<file path="src/ahk_pkg.sv">
package ahk_pkg;
    localparam int KEY_W      = 185;
    localparam int TYPE_LSB   = 0;
    localparam int TYPE_W     = 4;
    localparam int FIRST_BIT  = 4;
    localparam int PG_LSB     = 5;
    localparam int PG_W       = 8;
    localparam int PORT_LSB   = 13;
    localparam int PORT_W     = 12;
    localparam int HOST_BIT   = 26;
    localparam int MC_BIT     = 27;
    localparam int BC_BIT     = 28;
    localparam int TAG_BIT    = 29;
    localparam int VID_LSB    = 30;
    localparam int VID_W      = 12;
    localparam int DEI_BIT    = 42;
    localparam int PCP_LSB    = 43;
    localparam int PCP_W      = 3;
    localparam int COMMON_W   = 46;
    localparam int DMAC_LSB   = 46;
    localparam int SMAC_LSB   = 94;
    localparam int MAC_W      = 48;
    localparam int MC_GRP_BIT = 40;
    localparam int ET_LSB     = 142;
    localparam int ET_W       = 16;
    localparam int PL0_LSB    = 158;
    localparam int PL0_W      = 16;
    localparam int PL1_LSB    = 174;
    localparam int PL1_W      = 8;
    localparam int PL2_LSB    = 182;
    localparam int PL2_W      = 3;
    localparam int PAYLOAD_W  = 56;
    localparam int PORT_IDX_W = 4;
    localparam logic [7:0] DEPTH_FULL = 8'h80;
    localparam logic [7:0] DEPTH_HALF = 8'h40;

    // frame classes from the parser; ipv6 l4/other have own codes but share the std key type
    typedef enum logic [3:0] {
        AHK_CL_ETHERTYPE_FIELD   = 4'h0,
        AHK_CL_LLC     = 4'h1,
        AHK_CL_SNAP    = 4'h2,
        AHK_CL_ARP     = 4'h3,
        AHK_CL_IP4_L4  = 4'h4,
        AHK_CL_IP4_OTH = 4'h5,
        AHK_CL_IP6_STD = 4'h6,
        AHK_CL_OAM     = 4'h7,
        AHK_CL_HOST    = 4'h8,
        AHK_CL_IP6_L4  = 4'h9,
        AHK_CL_IP6_OTH = 4'ha
    } ahk_class_t;

    localparam logic [3:0] HT_ETHERTYPE_FIELD = 4'h0;
    localparam logic [3:0] HT_IP6   = 4'h6;

    // apb map
    localparam logic [11:0] REG_CTRL    = 12'h000;
    localparam logic [11:0] REG_STATUS  = 12'h004;
    localparam logic [11:0] REG_FRAMES  = 12'h008;
    localparam logic [11:0] REG_KEYS    = 12'h00c;
    localparam int CTRL_EN_BIT    = 0;
    localparam int CTRL_CLR_BIT   = 1;
    localparam logic CTRL_EN_RST  = 1'b1;
    localparam int ST_BUSY_BIT    = 0;
    localparam int ST_FIRST_BIT   = 1;
    localparam int ST_TYPE_LSB    = 4;
    localparam int ST_DEPTH_LSB   = 8;
endpackage

</file>
<file path="src/ahk_half_key_builder.sv">
`timescale 1ns/1ns
module ahk_half_key_builder #(
    parameter int CNT_W = 32
) (
    input  wire logic                          pclk,          // core clock
    input  wire logic                          presetn,       // async reset
    input  wire logic                          psel,          // apb select
    input  wire logic                          penable,       // apb enable
    input  wire logic                          pwrite,        // apb write
    input  wire logic [11:0]                   paddr,         // apb address
    input  wire logic [31:0]                   pwdata,        // apb wdata
    output logic [31:0]                        prdata,        // apb rdata
    output logic                               pready,        // apb ready
    output logic                               pslverr,       // apb error
    input  wire logic                          fr_valid,      // frame valid
    output logic                               fr_ready,      // frame taken
    input  wire logic [3:0]                    fr_class,      // frame class
    input  wire logic [ahk_pkg::PG_W-1:0]      policy_group,  // first stage
    input  wire logic [ahk_pkg::PORT_IDX_W-1:0] fr_port,      // rx port
    input  wire logic                          host_match,    // host result
    input  wire logic                          host_used,     // host valid
    input  wire logic [ahk_pkg::MAC_W-1:0]     fr_dmac,       // dest mac
    input  wire logic [ahk_pkg::MAC_W-1:0]     fr_smac,       // source mac
    input  wire logic [1:0]                    fr_qtag_cnt,   // q-tags seen
    input  wire logic [ahk_pkg::VID_W-1:0]     fr_vid,        // class vid
    input  wire logic                          fr_dei,        // class dei
    input  wire logic [ahk_pkg::PCP_W-1:0]     fr_pcp,        // class pcp
    input  wire logic [ahk_pkg::ET_W-1:0]      fr_ethertype,  // after tags
    input  wire logic [ahk_pkg::PAYLOAD_W-1:0] fr_payload,    // bytes 0..6
    output logic                               key_valid,     // key offered
    input  wire logic                          key_ready,     // key taken
    output logic [ahk_pkg::KEY_W-1:0]          key_data,      // key bits
    output logic [ahk_pkg::KEY_W-1:0]          key_care,      // 1 = compare
    output logic                               key_first,     // lookup 1
    output logic [7:0]                         key_depth      // table depth
);
    import ahk_pkg::*;

    typedef enum logic [1:0] {
        S_IDLE,
        S_FIRST,
        S_SECOND
    } ahk_state_t;

    ahk_state_t           state_r;
    logic [KEY_W-1:0]     key_r;
    logic [KEY_W-1:0]     care_r;
    logic [7:0]           depth_r;
    logic                 en_r;
    logic [CNT_W-1:0]     frames_r;
    logic [CNT_W-1:0]     keys_r;
    logic [TYPE_W-1:0]    last_type_r;
    logic [KEY_W-1:0]     key_nxt;
    logic [KEY_W-1:0]     care_nxt;
    logic [7:0]           depth_nxt;
    logic [TYPE_W-1:0]    type_nxt;
    logic [PORT_W-1:0]    port_onehot;
    logic                 dmac_mc;
    logic                 dmac_bc;
    logic                 take;
    logic                 key_done;
    logic                 apb_wr;
    logic                 apb_rd;
    logic                 addr_ok;
    logic                 clr_pulse;
    logic [7:0]           pl_byte4;
    logic [7:0]           pl_byte6;

    ahk_mac_class u_mac_class (
        .mac       (fr_dmac),
        .multicast (dmac_mc),
        .broadcast (dmac_bc)
    );

    // only the idle state accepts; keys of one frame are never interleaved
    assign fr_ready  = (state_r == S_IDLE) && en_r;
    assign take      = fr_valid && fr_ready;
    assign key_valid = (state_r != S_IDLE);
    assign key_done  = key_valid && key_ready;
    assign key_data  = key_r;
    assign key_care  = care_r;
    assign key_depth = depth_r;
    assign key_first = key_r[FIRST_BIT];

    assign pl_byte4 = fr_payload[PAYLOAD_W-1-8*4 -: 8];
    assign pl_byte6 = fr_payload[PAYLOAD_W-1-8*6 -: 8];

    // out-of-range port index yields an empty mask rather than wrapping
    always_comb begin
        port_onehot = '0;
        if (fr_port < PORT_IDX_W'(PORT_W)) begin
            port_onehot[fr_port] = 1'b1;
        end
    end

    always_comb begin
        unique case (fr_class)
            AHK_CL_IP6_L4,
            AHK_CL_IP6_OTH: begin
                type_nxt  = HT_IP6;
                depth_nxt = DEPTH_HALF;
            end
            AHK_CL_ETHERTYPE_FIELD,
            AHK_CL_LLC,
            AHK_CL_SNAP,
            AHK_CL_ARP,
            AHK_CL_IP4_L4,
            AHK_CL_IP4_OTH,
            AHK_CL_IP6_STD,
            AHK_CL_OAM,
            AHK_CL_HOST: begin
                type_nxt  = fr_class;
                depth_nxt = DEPTH_FULL;
            end
            default: begin
                // unknown class falls back to the plain ethertype layout
                type_nxt  = HT_ETHERTYPE_FIELD;
                depth_nxt = DEPTH_FULL;
            end
        endcase
    end

    always_comb begin
        key_nxt  = '0;
        care_nxt = '0;
        key_nxt[TYPE_LSB +: TYPE_W] = type_nxt;
        key_nxt[FIRST_BIT]          = 1'b1;
        key_nxt[PG_LSB +: PG_W]     = policy_group;
        key_nxt[PORT_LSB +: PORT_W] = port_onehot;
        key_nxt[HOST_BIT]           = host_used & host_match;
        key_nxt[MC_BIT]             = dmac_mc;
        key_nxt[BC_BIT]             = dmac_bc;
        key_nxt[TAG_BIT]            = |fr_qtag_cnt;
        key_nxt[VID_LSB +: VID_W]   = fr_vid;
        key_nxt[DEI_BIT]            = fr_dei;
        key_nxt[PCP_LSB +: PCP_W]   = fr_pcp;
        care_nxt[COMMON_W-1:0]      = '1;
        care_nxt[HOST_BIT]          = host_used;
        if (type_nxt == HT_ETHERTYPE_FIELD) begin
            key_nxt[DMAC_LSB +: MAC_W] = fr_dmac;
            key_nxt[SMAC_LSB +: MAC_W] = fr_smac;
            key_nxt[ET_LSB +: ET_W]    = fr_ethertype;
            key_nxt[PL0_LSB +: PL0_W]  =
                fr_payload[PAYLOAD_W-1 -: PL0_W];
            key_nxt[PL1_LSB +: PL1_W]  = pl_byte4;
            key_nxt[PL2_LSB +: PL2_W]  =
                {pl_byte6[7], pl_byte6[2], pl_byte6[1]};
            care_nxt[KEY_W-1:COMMON_W] = '1;
        end
    end

    // two keys per frame, no bypass for any class
    always_ff @(posedge pclk or negedge presetn) begin
        if (!presetn) begin
            state_r <= S_IDLE;
        end else begin
            unique case (state_r)
                S_IDLE: begin
                    if (take) begin
                        state_r <= S_FIRST;
                    end
                end
                S_FIRST: begin
                    if (key_ready) begin
                        state_r <= S_SECOND;
                    end
                end
                S_SECOND: begin
                    if (key_ready) begin
                        state_r <= S_IDLE;
                    end
                end
            endcase
        end
    end

    // the second key reuses the held snapshot; only the lookup bit moves
    always_ff @(posedge pclk or negedge presetn) begin
        if (!presetn) begin
            key_r   <= '0;
            care_r  <= '0;
            depth_r <= '0;
        end else if (take) begin
            key_r   <= key_nxt;
            care_r  <= care_nxt;
            depth_r <= depth_nxt;
        end else if (state_r == S_FIRST && key_ready) begin
            key_r[FIRST_BIT] <= 1'b0;
        end
    end

    always_ff @(posedge pclk or negedge presetn) begin
        if (!presetn) begin
            last_type_r <= '0;
        end else if (take) begin
            last_type_r <= type_nxt;
        end
    end

    // apb: zero wait states; unmapped addresses answer with pslverr
    assign pready = 1'b1;
    assign apb_wr = psel && penable && pwrite;
    assign apb_rd = psel && !pwrite;
    always_comb begin
        unique case (paddr)
            REG_CTRL,
            REG_STATUS,
            REG_FRAMES,
            REG_KEYS: addr_ok = 1'b1;
            default:  addr_ok = 1'b0;
        endcase
    end
    assign pslverr   = psel && penable && !addr_ok;
    assign clr_pulse = apb_wr && (paddr == REG_CTRL) && pwdata[CTRL_CLR_BIT];

    always_ff @(posedge pclk or negedge presetn) begin
        if (!presetn) begin
            en_r <= CTRL_EN_RST;
        end else if (apb_wr && paddr == REG_CTRL) begin
            en_r <= pwdata[CTRL_EN_BIT];
        end
    end

    // a clear in the same cycle as a count still records that event
    always_ff @(posedge pclk or negedge presetn) begin
        if (!presetn) begin
            frames_r <= '0;
        end else if (clr_pulse) begin
            frames_r <= CNT_W'(take);
        end else if (take) begin
            frames_r <= frames_r + CNT_W'(1);
        end
    end

    always_ff @(posedge pclk or negedge presetn) begin
        if (!presetn) begin
            keys_r <= '0;
        end else if (clr_pulse) begin
            keys_r <= CNT_W'(key_done);
        end else if (key_done) begin
            keys_r <= keys_r + CNT_W'(1);
        end
    end

    // read data is registered in the setup cycle, valid in the access phase
    always_ff @(posedge pclk or negedge presetn) begin
        if (!presetn) begin
            prdata <= '0;
        end else if (apb_rd && !penable) begin
            prdata <= '0;
            unique case (paddr)
                REG_CTRL: begin
                    prdata[CTRL_EN_BIT] <= en_r;
                end
                REG_STATUS: begin
                    prdata[ST_BUSY_BIT]  <= key_valid;
                    prdata[ST_FIRST_BIT] <= key_valid && key_r[FIRST_BIT];
                    prdata[ST_TYPE_LSB +: TYPE_W] <= last_type_r;
                    prdata[ST_DEPTH_LSB +: 8]     <= depth_r;
                end
                REG_FRAMES: begin
                    prdata <= 32'(frames_r);
                end
                REG_KEYS: begin
                    prdata <= 32'(keys_r);
                end
                default: begin
                    prdata <= '0;
                end
            endcase
        end
    end
endmodule

</file>
<file path="src/ahk_mac_class.sv">
`timescale 1ns/1ns
module ahk_mac_class
    import ahk_pkg::*;
(
    input  wire logic [MAC_W-1:0] mac,       // destination mac
    output logic                  multicast, // group bit set
    output logic                  broadcast  // all ones
);
    assign multicast = mac[MC_GRP_BIT];
    assign broadcast = &mac;
endmodule

</file>
<file path="config.mk">
export PLATFORM = sky130hd
export DESIGN_NAME = ahk_half_key_builder
export DESIGN_NICKNAME = d
export VERILOG_FILES = /design/src/ahk_pkg.sv /design/src/ahk_half_key_builder.sv /design/src/ahk_mac_class.sv
export SDC_FILE = /design/constraint.sdc
export NUM_CORES = 1
export LEC_CHECK = 0
export ABC_AREA = 1
export BUFFER_PORTS_ARGS = -buffer_cell sky130_fd_sc_hd__buf_4
export CAP_MARGIN = 20
export CORE_AREA = 8 8 258 260
export CTS_CLUSTER_DIAMETER = 60
export DETAILED_ROUTE_END_ITERATION = 16
export DIE_AREA = 0 0 266 268
export PLACE_DENSITY = 0.58
export SLEW_MARGIN = 40
export SYNTH_ARGS = -nofsm -noshare
export SYNTH_HDL_FRONTEND = slang
export SYNTH_SLANG_ARGS = --single-unit
</file>
<file path="constraint.sdc">
create_clock -name pclk -period 3.3 [get_ports pclk]
set_input_delay 0 -clock pclk [delete_from_list [all_inputs] [get_ports pclk]]
set_output_delay 0 -clock pclk [all_outputs]
set_load 0.05 [all_outputs]
</file>
# Word-level counts from Yosys, hierarchy flattened

Index checks and enable logic that the tools add are counted.

$add $sub $neg: 2
Multiply operators: 0
Divide/modulo/power cells: 0
$lt $le $gt $ge: 3
Equality and inequality tests: 18
Shift-type cells: 0
Multiplexer cells: 23
Bitwise operators: 1
Reduce and logical (&&, ||, !) cells: 30

Operators with widths:

| operator                                                   | count |
|---|---|
| 2-to-1 mux 139 bit                                         | 2 |
| 2-to-1 mux 32 bit                                          | 4 |
| adder 32 x 1 -> 32 bit, second input constant              | 2 |
| AND reduction 48 bit                                       | 1 |
| case mux 12 bit (3 select lines)                           | 1 |
| case mux 16 bit (2 select lines)                           | 1 |
| == test 12 x 4 -> 1 bit, second input constant             | 2 |
| == test 4 x 3 -> 1 bit, second input constant              | 4 |
| logical AND 1 bit                                          | 13 |
| == test 12 x 3 -> 1 bit, second input constant             | 1 |
| == test 4 bit, second input constant                       | 3 |
| logical NOT 12 bit                                         | 1 |
| 2-to-1 mux 12 bit                                          | 1 |
| OR reduction 9 bit                                         | 1 |
| == test 4 x 2 -> 1 bit, second input constant              | 2 |
| logical NOT 4 bit                                          | 2 |
| 2-to-1 mux 8 bit                                           | 1 |
| case mux 4 bit (2 select lines)                            | 1 |
| nonzero test 2 bit                                         | 4 |
| 2-to-1 mux 2 bit                                           | 3 |
| != test 2 bit, second input constant                       | 3 |
| case mux 2 bit (3 select lines)                            | 1 |
| less-than comparator 4 x 5 -> 1 bit, second input constant | 1 |
| demux 1 bit (select 4 bit)                                 | 1 |
| 15 further kinds                                           | 21 |

Register bits after elaboration: 480
Bits in latches: 0
RAM bits: 0
ROM bits: 0
Output and inout bits: 415
Logic and storage cells: 87
Memories: 0

# Logic depth before layout (Yosys ltp)

Gate-level depths: netlist of the first run.

Depth after elaboration: 5
Mapped depth: 11
Gate-level depth less buffers: 11

# Cells and area by module

Synthesis of the first run repeated with hierarchy kept, for this count alone.

Cells, all modules: 1930
Area total of the unflattened synthesis: 14599.0 um^2

Modules (own cells, without submodules):

| module               | instances | cells each | area each (um^2) | sequential area each (um^2) |
|---|---|---|---|---|
| ahk_half_key_builder | 1         | 1890       | 14432.6          | 7208.2 |
| ahk_mac_class        | 1         | 40         | 166.4            | 0.0 |

# Worst setup path before layout of the first run

No wires, ideal clock.

Kind: register -> output
Start point: reg, netlist name key_care[183]
End point: out key_care[100] in the netlist's numbering
Data arrival time: 3.192 ns
Path slack: 0.108 ns
Cell stages (with the launch flop): 2
Buffers on the path: 1
Cell sequence: dfrtp_1 buf_4

RTL lines:

| what          | line                       | source |
|---|---|---|
| end, declared | ahk_half_key_builder.sv:33 | `output logic [ahk_pkg::KEY_W-1:0] key_care,` |

# Final worst setup path of the first run

Start point: in fr_class[3]
End point: reg key_r[66] (netlist: key_data[66])

Cells in the longest elaborated chain, start to end: 5

Ends and longest elaborated chain:

| what                                                            | line                        | source |
|---|---|---|
| start, declared                                                 | ahk_half_key_builder.sv:17  | `input wire logic [3:0] fr_class,` |
| == test 4 x 1 -> 1 bit (tied with other cells)                  | ahk_half_key_builder.sv:97  | `unique case (fr_class)` |
| OR reduction 9 bit / OR reduction 2 bit (equally long branches) | ahk_half_key_builder.sv:97  |  |
| case mux 4 bit (2 select lines) (*)                             | ahk_half_key_builder.sv:97  |  |
| logical NOT 4 bit (*)                                           | ahk_half_key_builder.sv:139 | `if (type_nxt == HT_ETHERTYPE_FIELD) begin` |
| 2-to-1 mux 139 bit (*)                                          | ahk_half_key_builder.sv:139 |  |
| end signal, assigned                                            | ahk_half_key_builder.sv:184 | `key_r <= key_nxt;` |
| end, declared                                                   | ahk_half_key_builder.sv:46  | `logic [KEY_W-1:0] key_r;` |

Every way passes the cells marked *; elsewhere a longest branch is shown, timed or not.
A chain may end at the register's enable or synchronous reset.

==> results of run 1 <==
[cells in the final DEF (no fill, tap or decap), drive strengths merged, types with 2 or more instances in the layout]
master / count
conb: 8
o21ai: 52
clkbuf: 62
clkinvlp: 2
xor2: 6
a21oi: 18
ha: 6
inv: 113
bufinv: 2
nor2: 171
and2: 2
clkinv: 3
a31oi: 2
dfrtp: 287
or2: 5
nand2: 765
nand3: 81
diode: 2
nor3: 17
dlygate4sd3: 190
buf: 623
nand4: 166
[stage by stage]
step	cell area, µm²	power [W]	setup WS (ps)
finish	22600	0.0102	582
global route	22600	0.0107	505
CTS	22600	0.0104	642
detailed placement	19300	0.00551	1110
global placement	19200	0.00550	1160
floorplan	15400	0.00488	108
[power groups by stage]
| stage | clock network [W] | registers (W) | logic, W |
|---|---|---|---|
| final | 0.00457 | 0.00383 | 0.00180 |
| after floorplan | 0 | 0.00417 | 0.000708 |
| after global routing | 0.00487 | 0.00385 | 0.00194 |
| after detailed placement | 0 | 0.00388 | 0.00163 |
| after global placement | 0 | 0.00389 | 0.00162 |
| after CTS | 0.00471 | 0.00383 | 0.00181 |
[registers in the layout, summed over array words and instances (netlist names)]
| register | count |
|---|---|
| prdata | 32 |
| key_depth | 2 |
| frames_r | 32 |
| key_care | 3 |
| last_type_r | 3 |
| key_data | 181 |
| en_r | 1 |
| keys_r | 32 |
| state_r | 2 |
[cell families after synthesis]
| logic type | Yosys count | share of synthesized area, % |
|---|---|---|
| buffers and inverters | 386 | 15.3 |
| adder cells (fa/ha/maj) | 6 | 0.489 |
| AO/OA/AOI/OAI | 76 | 2.59 |
| flip-flops | 288 | 47.0 |
| XOR/XNOR | 7 | 0.400 |
| other | 2 | 0.0489 |
| AND/OR/NAND/NOR | 1210 | 34.2 |
[per-layer routing]
metal	vias up	global-route usage, %	wire length [µm]
met5	-	0	0
met4	0	6.16	2230
met3	101	5.39	5220
met2	572	26.4	28100
met1	6974	18.8	23700
li1	7312	-	-
[path summary, 6_finish.rpt]
| check | from | slack [ps] | endpoint | cells after the start |
|---|---|---|---|---|
| worst max-delay path | fr_class[3] | 580 | key_data[66] | 12 |
| worst min-delay path | paddr[0] | 50 | prdata[4] | 8 |
| worst max register to register | state_r[1] | 760 | key_data[22] | 8 |
| worst min register to register | key_data[21] | 480 | key_data[21] | 2 |
| max in group asynchronous | presetn | 2330 | key_data[72] | 3 |
| min in group asynchronous | presetn | 60 | prdata[10] | 2 |
[worst max-delay path, stage by stage]
cell and delay, ps:
dlygate4sd3_1 560, buf_4 160, inv_2 50, nor2_2 30, dlygate4sd3_1 550, nand3_1 90
dlygate4sd3_1 600, a21oi_2 100, nor2_4 110, buf_12 450, nand4_1 280, nand2_1 120
[cell type report]
type / instances / area (µm²) / share of cell area [%]
antenna: 2 / 5.00 / 0.0221
inverter: 104 / 393 / 1.74
multi-input combinational: 1307 / 5830 / 25.8
clock buffer: 62 / 1230 / 5.43
timing repair buffer: 813 / 6700 / 29.6
sequential: 288 / 7210 / 31.9
tap: 846 / 1060 / 4.68
clock inverter: 16 / 189 / 0.835
==> flow_summary.ini, run 1 <==
[place]
dpl.hpwl_um = 42500
placed_cells = 3168
gp_congestion = 0.866
portBuffers = 602

[global_routing]
grt_max_degree = 140
grt_pass1_vias = 15400
grt.total_usage_pct = 15.9
antenna_found_initial = 2
grt_pass1_wl_um = 90300
gr-total-overflow = 0

[routing]
num_vias = 15000
ant_nets = 0
viasPerCell = 4.35
drt_iter0_drc = 814
totalWireLength_um = 59200
dr.pass1.iters = 5
route.detailed.drc = 0
avgRoutedWirePerCell_um = 17.2

[sta]
period_needed_ps = 2720
worst_pin_slew_ps = 762
skew_ps = 24.2
slew_viol_final = 0
relSlewSlack_pct = 49.2
rsz0062_at_grt = false
hold_viol = 0
hold_ws_ps = 48.9
period_share_pct = 82.4
tns_ps = 0
final-setup-viol-count = 0
max_freq_mhz = 368

[cts]
cts_resized = 0
cts.sinks = 288
max-clock-path-buffers = 3
post_cts_buffers = 0
cts.htree.levels = 2
cts-root-buf = clkbuf_16
cts_made_buffers = 42
clk_latency_ps = 560
cts_tree = yes
postCtsHoldBufs = 190
clk_pin_slew_worst_paths_ps = 60

[logic_synthesis]
yosys-top-cells-count = nand2_1, dfrtp_1, buf_4
avgSynthCellArea_um2 = 7.77
synthFlopType = dfrtp_1
netlist.top_cell.by_area = dfrtp_1
synth_top_area_share_pct = 46.8
ys_top_cells_by_area = dfrtp_1, nand2_1, buf_4
ys_seq_area_share_pct = 47.0
ys_warn_count = 0
ys_types = 40
yosysMostFrequentCell = nand2_1
synth_edf_count = 0
synth_seq_cells = 288
netlist_area_um2 = 15300
async_reset_ff_share_pct = 100
syn_inst = 1975

[power]
p_clk_share_pct = 44.8
peakVddDrop_v = 0.000311
p_leak_nw = 12.1
p_sw_share_pct = 30.4
intPower_w = 0.00710
p_seq_share_pct = 37.5
p_switching_w = 0.00311
p_per_area_nw_per_um2 = 451
p_comb_share_pct = 17.7

[layout]
fin_util_pct = 36.3
nets = 2817
syn2layout_area_growth_pct = 47.4
drive_above_1_share_pct = 28.5
stdcell_count = 3438
n_fill_cell = 6428

[floorplanning]
coreArea_um2 = 62400
die-area_um2 = 71300
die-width_um = 266
dieHeight_um = 268
rows = 92
initial_core_util_pct = 24.6
ios = 670

[critical_path]
path_max_fanout = 139
cp-end-kind = register
crit_arrival_ps = 3200
critPathRequiredTime_ps = 3780
critical_path_class = in -> reg
critPathLaunchType = primary input

[hold_path]
hold_path_class = in -> reg

[flow_run]
maxCapViolCount = 0

[status]
status = finished, final reports clean
(Power assumes the default switching activity.)
==> inputs of run 2 (changes only) <==
Settings changed: ABC_AREA 1 to 0, CORE_AREA 8 8 258 260 to 8 8 256 258, DIE_AREA 0 0 266 268 to 0 0 264 266, PLACE_DENSITY 0.58 to 0.57.
Clock period 3.3 ns to 2.5 ns, I/O delays scaled along.
==> run 2 against run 1 <==
Net effect: design area shrank 7.8%; largest power group unchanged; largest cell class unchanged; clock power increased by 10%; via count down 20%.
==> flow_summary.ini, run 2 <==
[status]
status = finished, final reports clean

[critical_path]
cp_cell_sequence = inv_1 -> ha_1 -> nand4b_1 -> buf_4 -> or4_1 -> or4_1 -> a21oi_1
rr_worst_depth = 7
critPathTopFamily = simple AND/OR/NAND/NOR gates
worstPathBufferInverterCount = 2
slowest_stage = or4_1
reg2reg_from = state_r[0]
critPathRequiredTime_ps = 2970
rr_endpoint = keys_r[23]
crit_top_cell = or4_1
crit_arrival_ps = 2880
reg2reg_setup_slack_ps = 90
critPathLaunchType = register
cpPeakStageDelay_ps = 550
critical_path_class = reg -> reg
path_max_fanout = 8
cp-end-kind = register

[sta]
worst_pin_slew_ps = 753
period_needed_ps = 2410
final-setup-viol-count = 0
slew_viol_final = 0
max_freq_mhz = 415
rsz0062_at_grt = false
skew_ps = 20.3
tns_ps = 0
relSlewSlack_pct = 49.8
hold_viol = 0
period_share_pct = 96.4

[cts]
cts.htree.levels = 2
cts_made_buffers = 36
max-clock-path-buffers = 3
cts_tree = yes
clk_pin_slew_worst_paths_ps = 60
cts-root-buf = clkbuf_16
cts.sinks = 288
clk_latency_ps = 540

[logic_synthesis]
netlist.top_cell.by_area = dfrtp_1
syn_inst = 1276
yosys-top-cells-count = dfrtp_1, buf_4, nand2_1
yosysMostFrequentCell = dfrtp_1
synth_seq_cells = 288
ys_types = 44
async_reset_ff_share_pct = 100
synth_top_area_share_pct = 53.2
synth_edf_count = 0
netlist_area_um2 = 13500
ys_warn_count = 0
ys_seq_area_share_pct = 53.4
avgSynthCellArea_um2 = 10.6
synthFlopType = dfrtp_1
ys_top_cells_by_area = dfrtp_1, buf_4, a22o_1

[global_routing]
grt_max_degree = 104
gr-total-overflow = 0
grt_pass1_wl_um = 80200
grt_pass1_vias = 12400
antenna_found_initial = 11
grt.total_usage_pct = 14.5

[layout]
final_cell_mix = buf_4, dfrtp_1, dlygate4sd3_1
largest_reg_flops = 181
drive_above_1_share_pct = 37.4
final_common_cell = buf_4
syn2layout_area_growth_pct = 54.4
fin_util_pct = 34.0
finalInstanceArea_um2 = 20900
nets = 2148

[floorplanning]
die-width_um = 264
ios = 670
rows = 91
dieHeight_um = 266
die-area_um2 = 70200
coreArea_um2 = 61300
initial_core_util_pct = 22.0

[routing]
dr.pass1.iters = 5
route.detailed.drc = 0
totalWireLength_um = 53400
viasPerCell = 4.42
drt_iter0_drc = 704
ant_nets = 0
avgRoutedWirePerCell_um = 19.7
num_vias = 12000

[power]
p_leak_nw = 10.3
p_per_area_nw_per_um2 = 537
peakVddDrop_v = 0.000380
power_w = 0.0112

[place]
place_area_um2 = 17800
gp_congestion = 0.841
portBuffers = 602
dpl.hpwl_um = 41200

[flow_run]
maxCapViolCount = 0

[hold_path]
hold_path_class = in -> async
-- run 2: cell types whose count changed in the layout (fill, tap and decap cells not counted), sizes merged, moves of 17 or more --
cell,before,now
a21oi,18,50
a22o,0,140
buf,623,640
inv,113,16
mux2i,0,28
nand2,765,165
nand3,81,21
nand4,166,36
nor2,171,30
o31ai,1,29
or3,0,19
or4,0,27
-- run 2: repair_timing --
item | 4_1_cts | 5_1_grt
hold endpoints to repair | 367 | 0
setup buffers | 0 | 1
setup endpoints to repair | 0 | 1
resized for setup | 0 | 1
hold buffers | 191 | 0
-- run 2: per-layer routing --
metal,vias up,part of all wire [%],track usage [%]
met5,-,0,0
met4,0,2.3,3.46
met3,69,8.7,5.05
met2,516,49,24.6
met1,5766,40,17.6
li1,5631,-,-
-- run 2: kinds of logic after synthesis --
logic type | after synthesis | share of synthesized area (%)
other | 2 | 0.0556
buffers and inverters | 276 | 13.0
adder cells (fa/ha/maj) | 6 | 0.556
multiplexers | 36 | 2.74
flip-flops | 288 | 53.4
XOR/XNOR | 20 | 1.30
AND/OR/NAND/NOR | 352 | 13.1
AO/OA/AOI/OAI | 296 | 15.9
-- run 2: layout make-up --
cell class / instances / area, µm²
antenna: 7 / 17.5
timing repair buffer: 831 / 6860
clock inverter: 11 / 106
inverter: 12 / 45.0
multi-input combinational: 718 / 4580
clock buffer: 52 / 1040
fill: 6072 / 40400
tap: 790 / 988
sequential: 288 / 7210
-- run 2: worst max-delay path by stage --
stage                     startpoint            end  slack [ps]  cells past startpoint
after detailed placement  state_r[0]     keys_r[23]         120                      7
after global placement    state_r[0]     keys_r[25]         160                      7
final                     state_r[0]     keys_r[23]          90                      7
after global routing      state_r[0]     keys_r[21]          10                      7
after floorplan           state_r[0]  key_data[100]          50                      9
after CTS                 state_r[0]     keys_r[23]         110                      7
-- run 2: metrics by stage --
stage,setup WS [ps],instances,hold WS (ps)
after floorplan,50.0,1282,-296
after global placement,164,2446,79.9
after detailed placement,121,2447,77.3
after CTS,114,2701,41.1
after global routing,10.2,2706,103
final,90.1,2709,35.5
-- run 2: power by group --
part | internal, W | switching (W) | total (W)
logic | 0.000641 | 0.000660 | 0.00130
clock network | 0.00293 | 0.00211 | 0.00504
registers | 0.00475 | 0.000113 | 0.00486
total | 0.00832 | 0.00288 | 0.0112
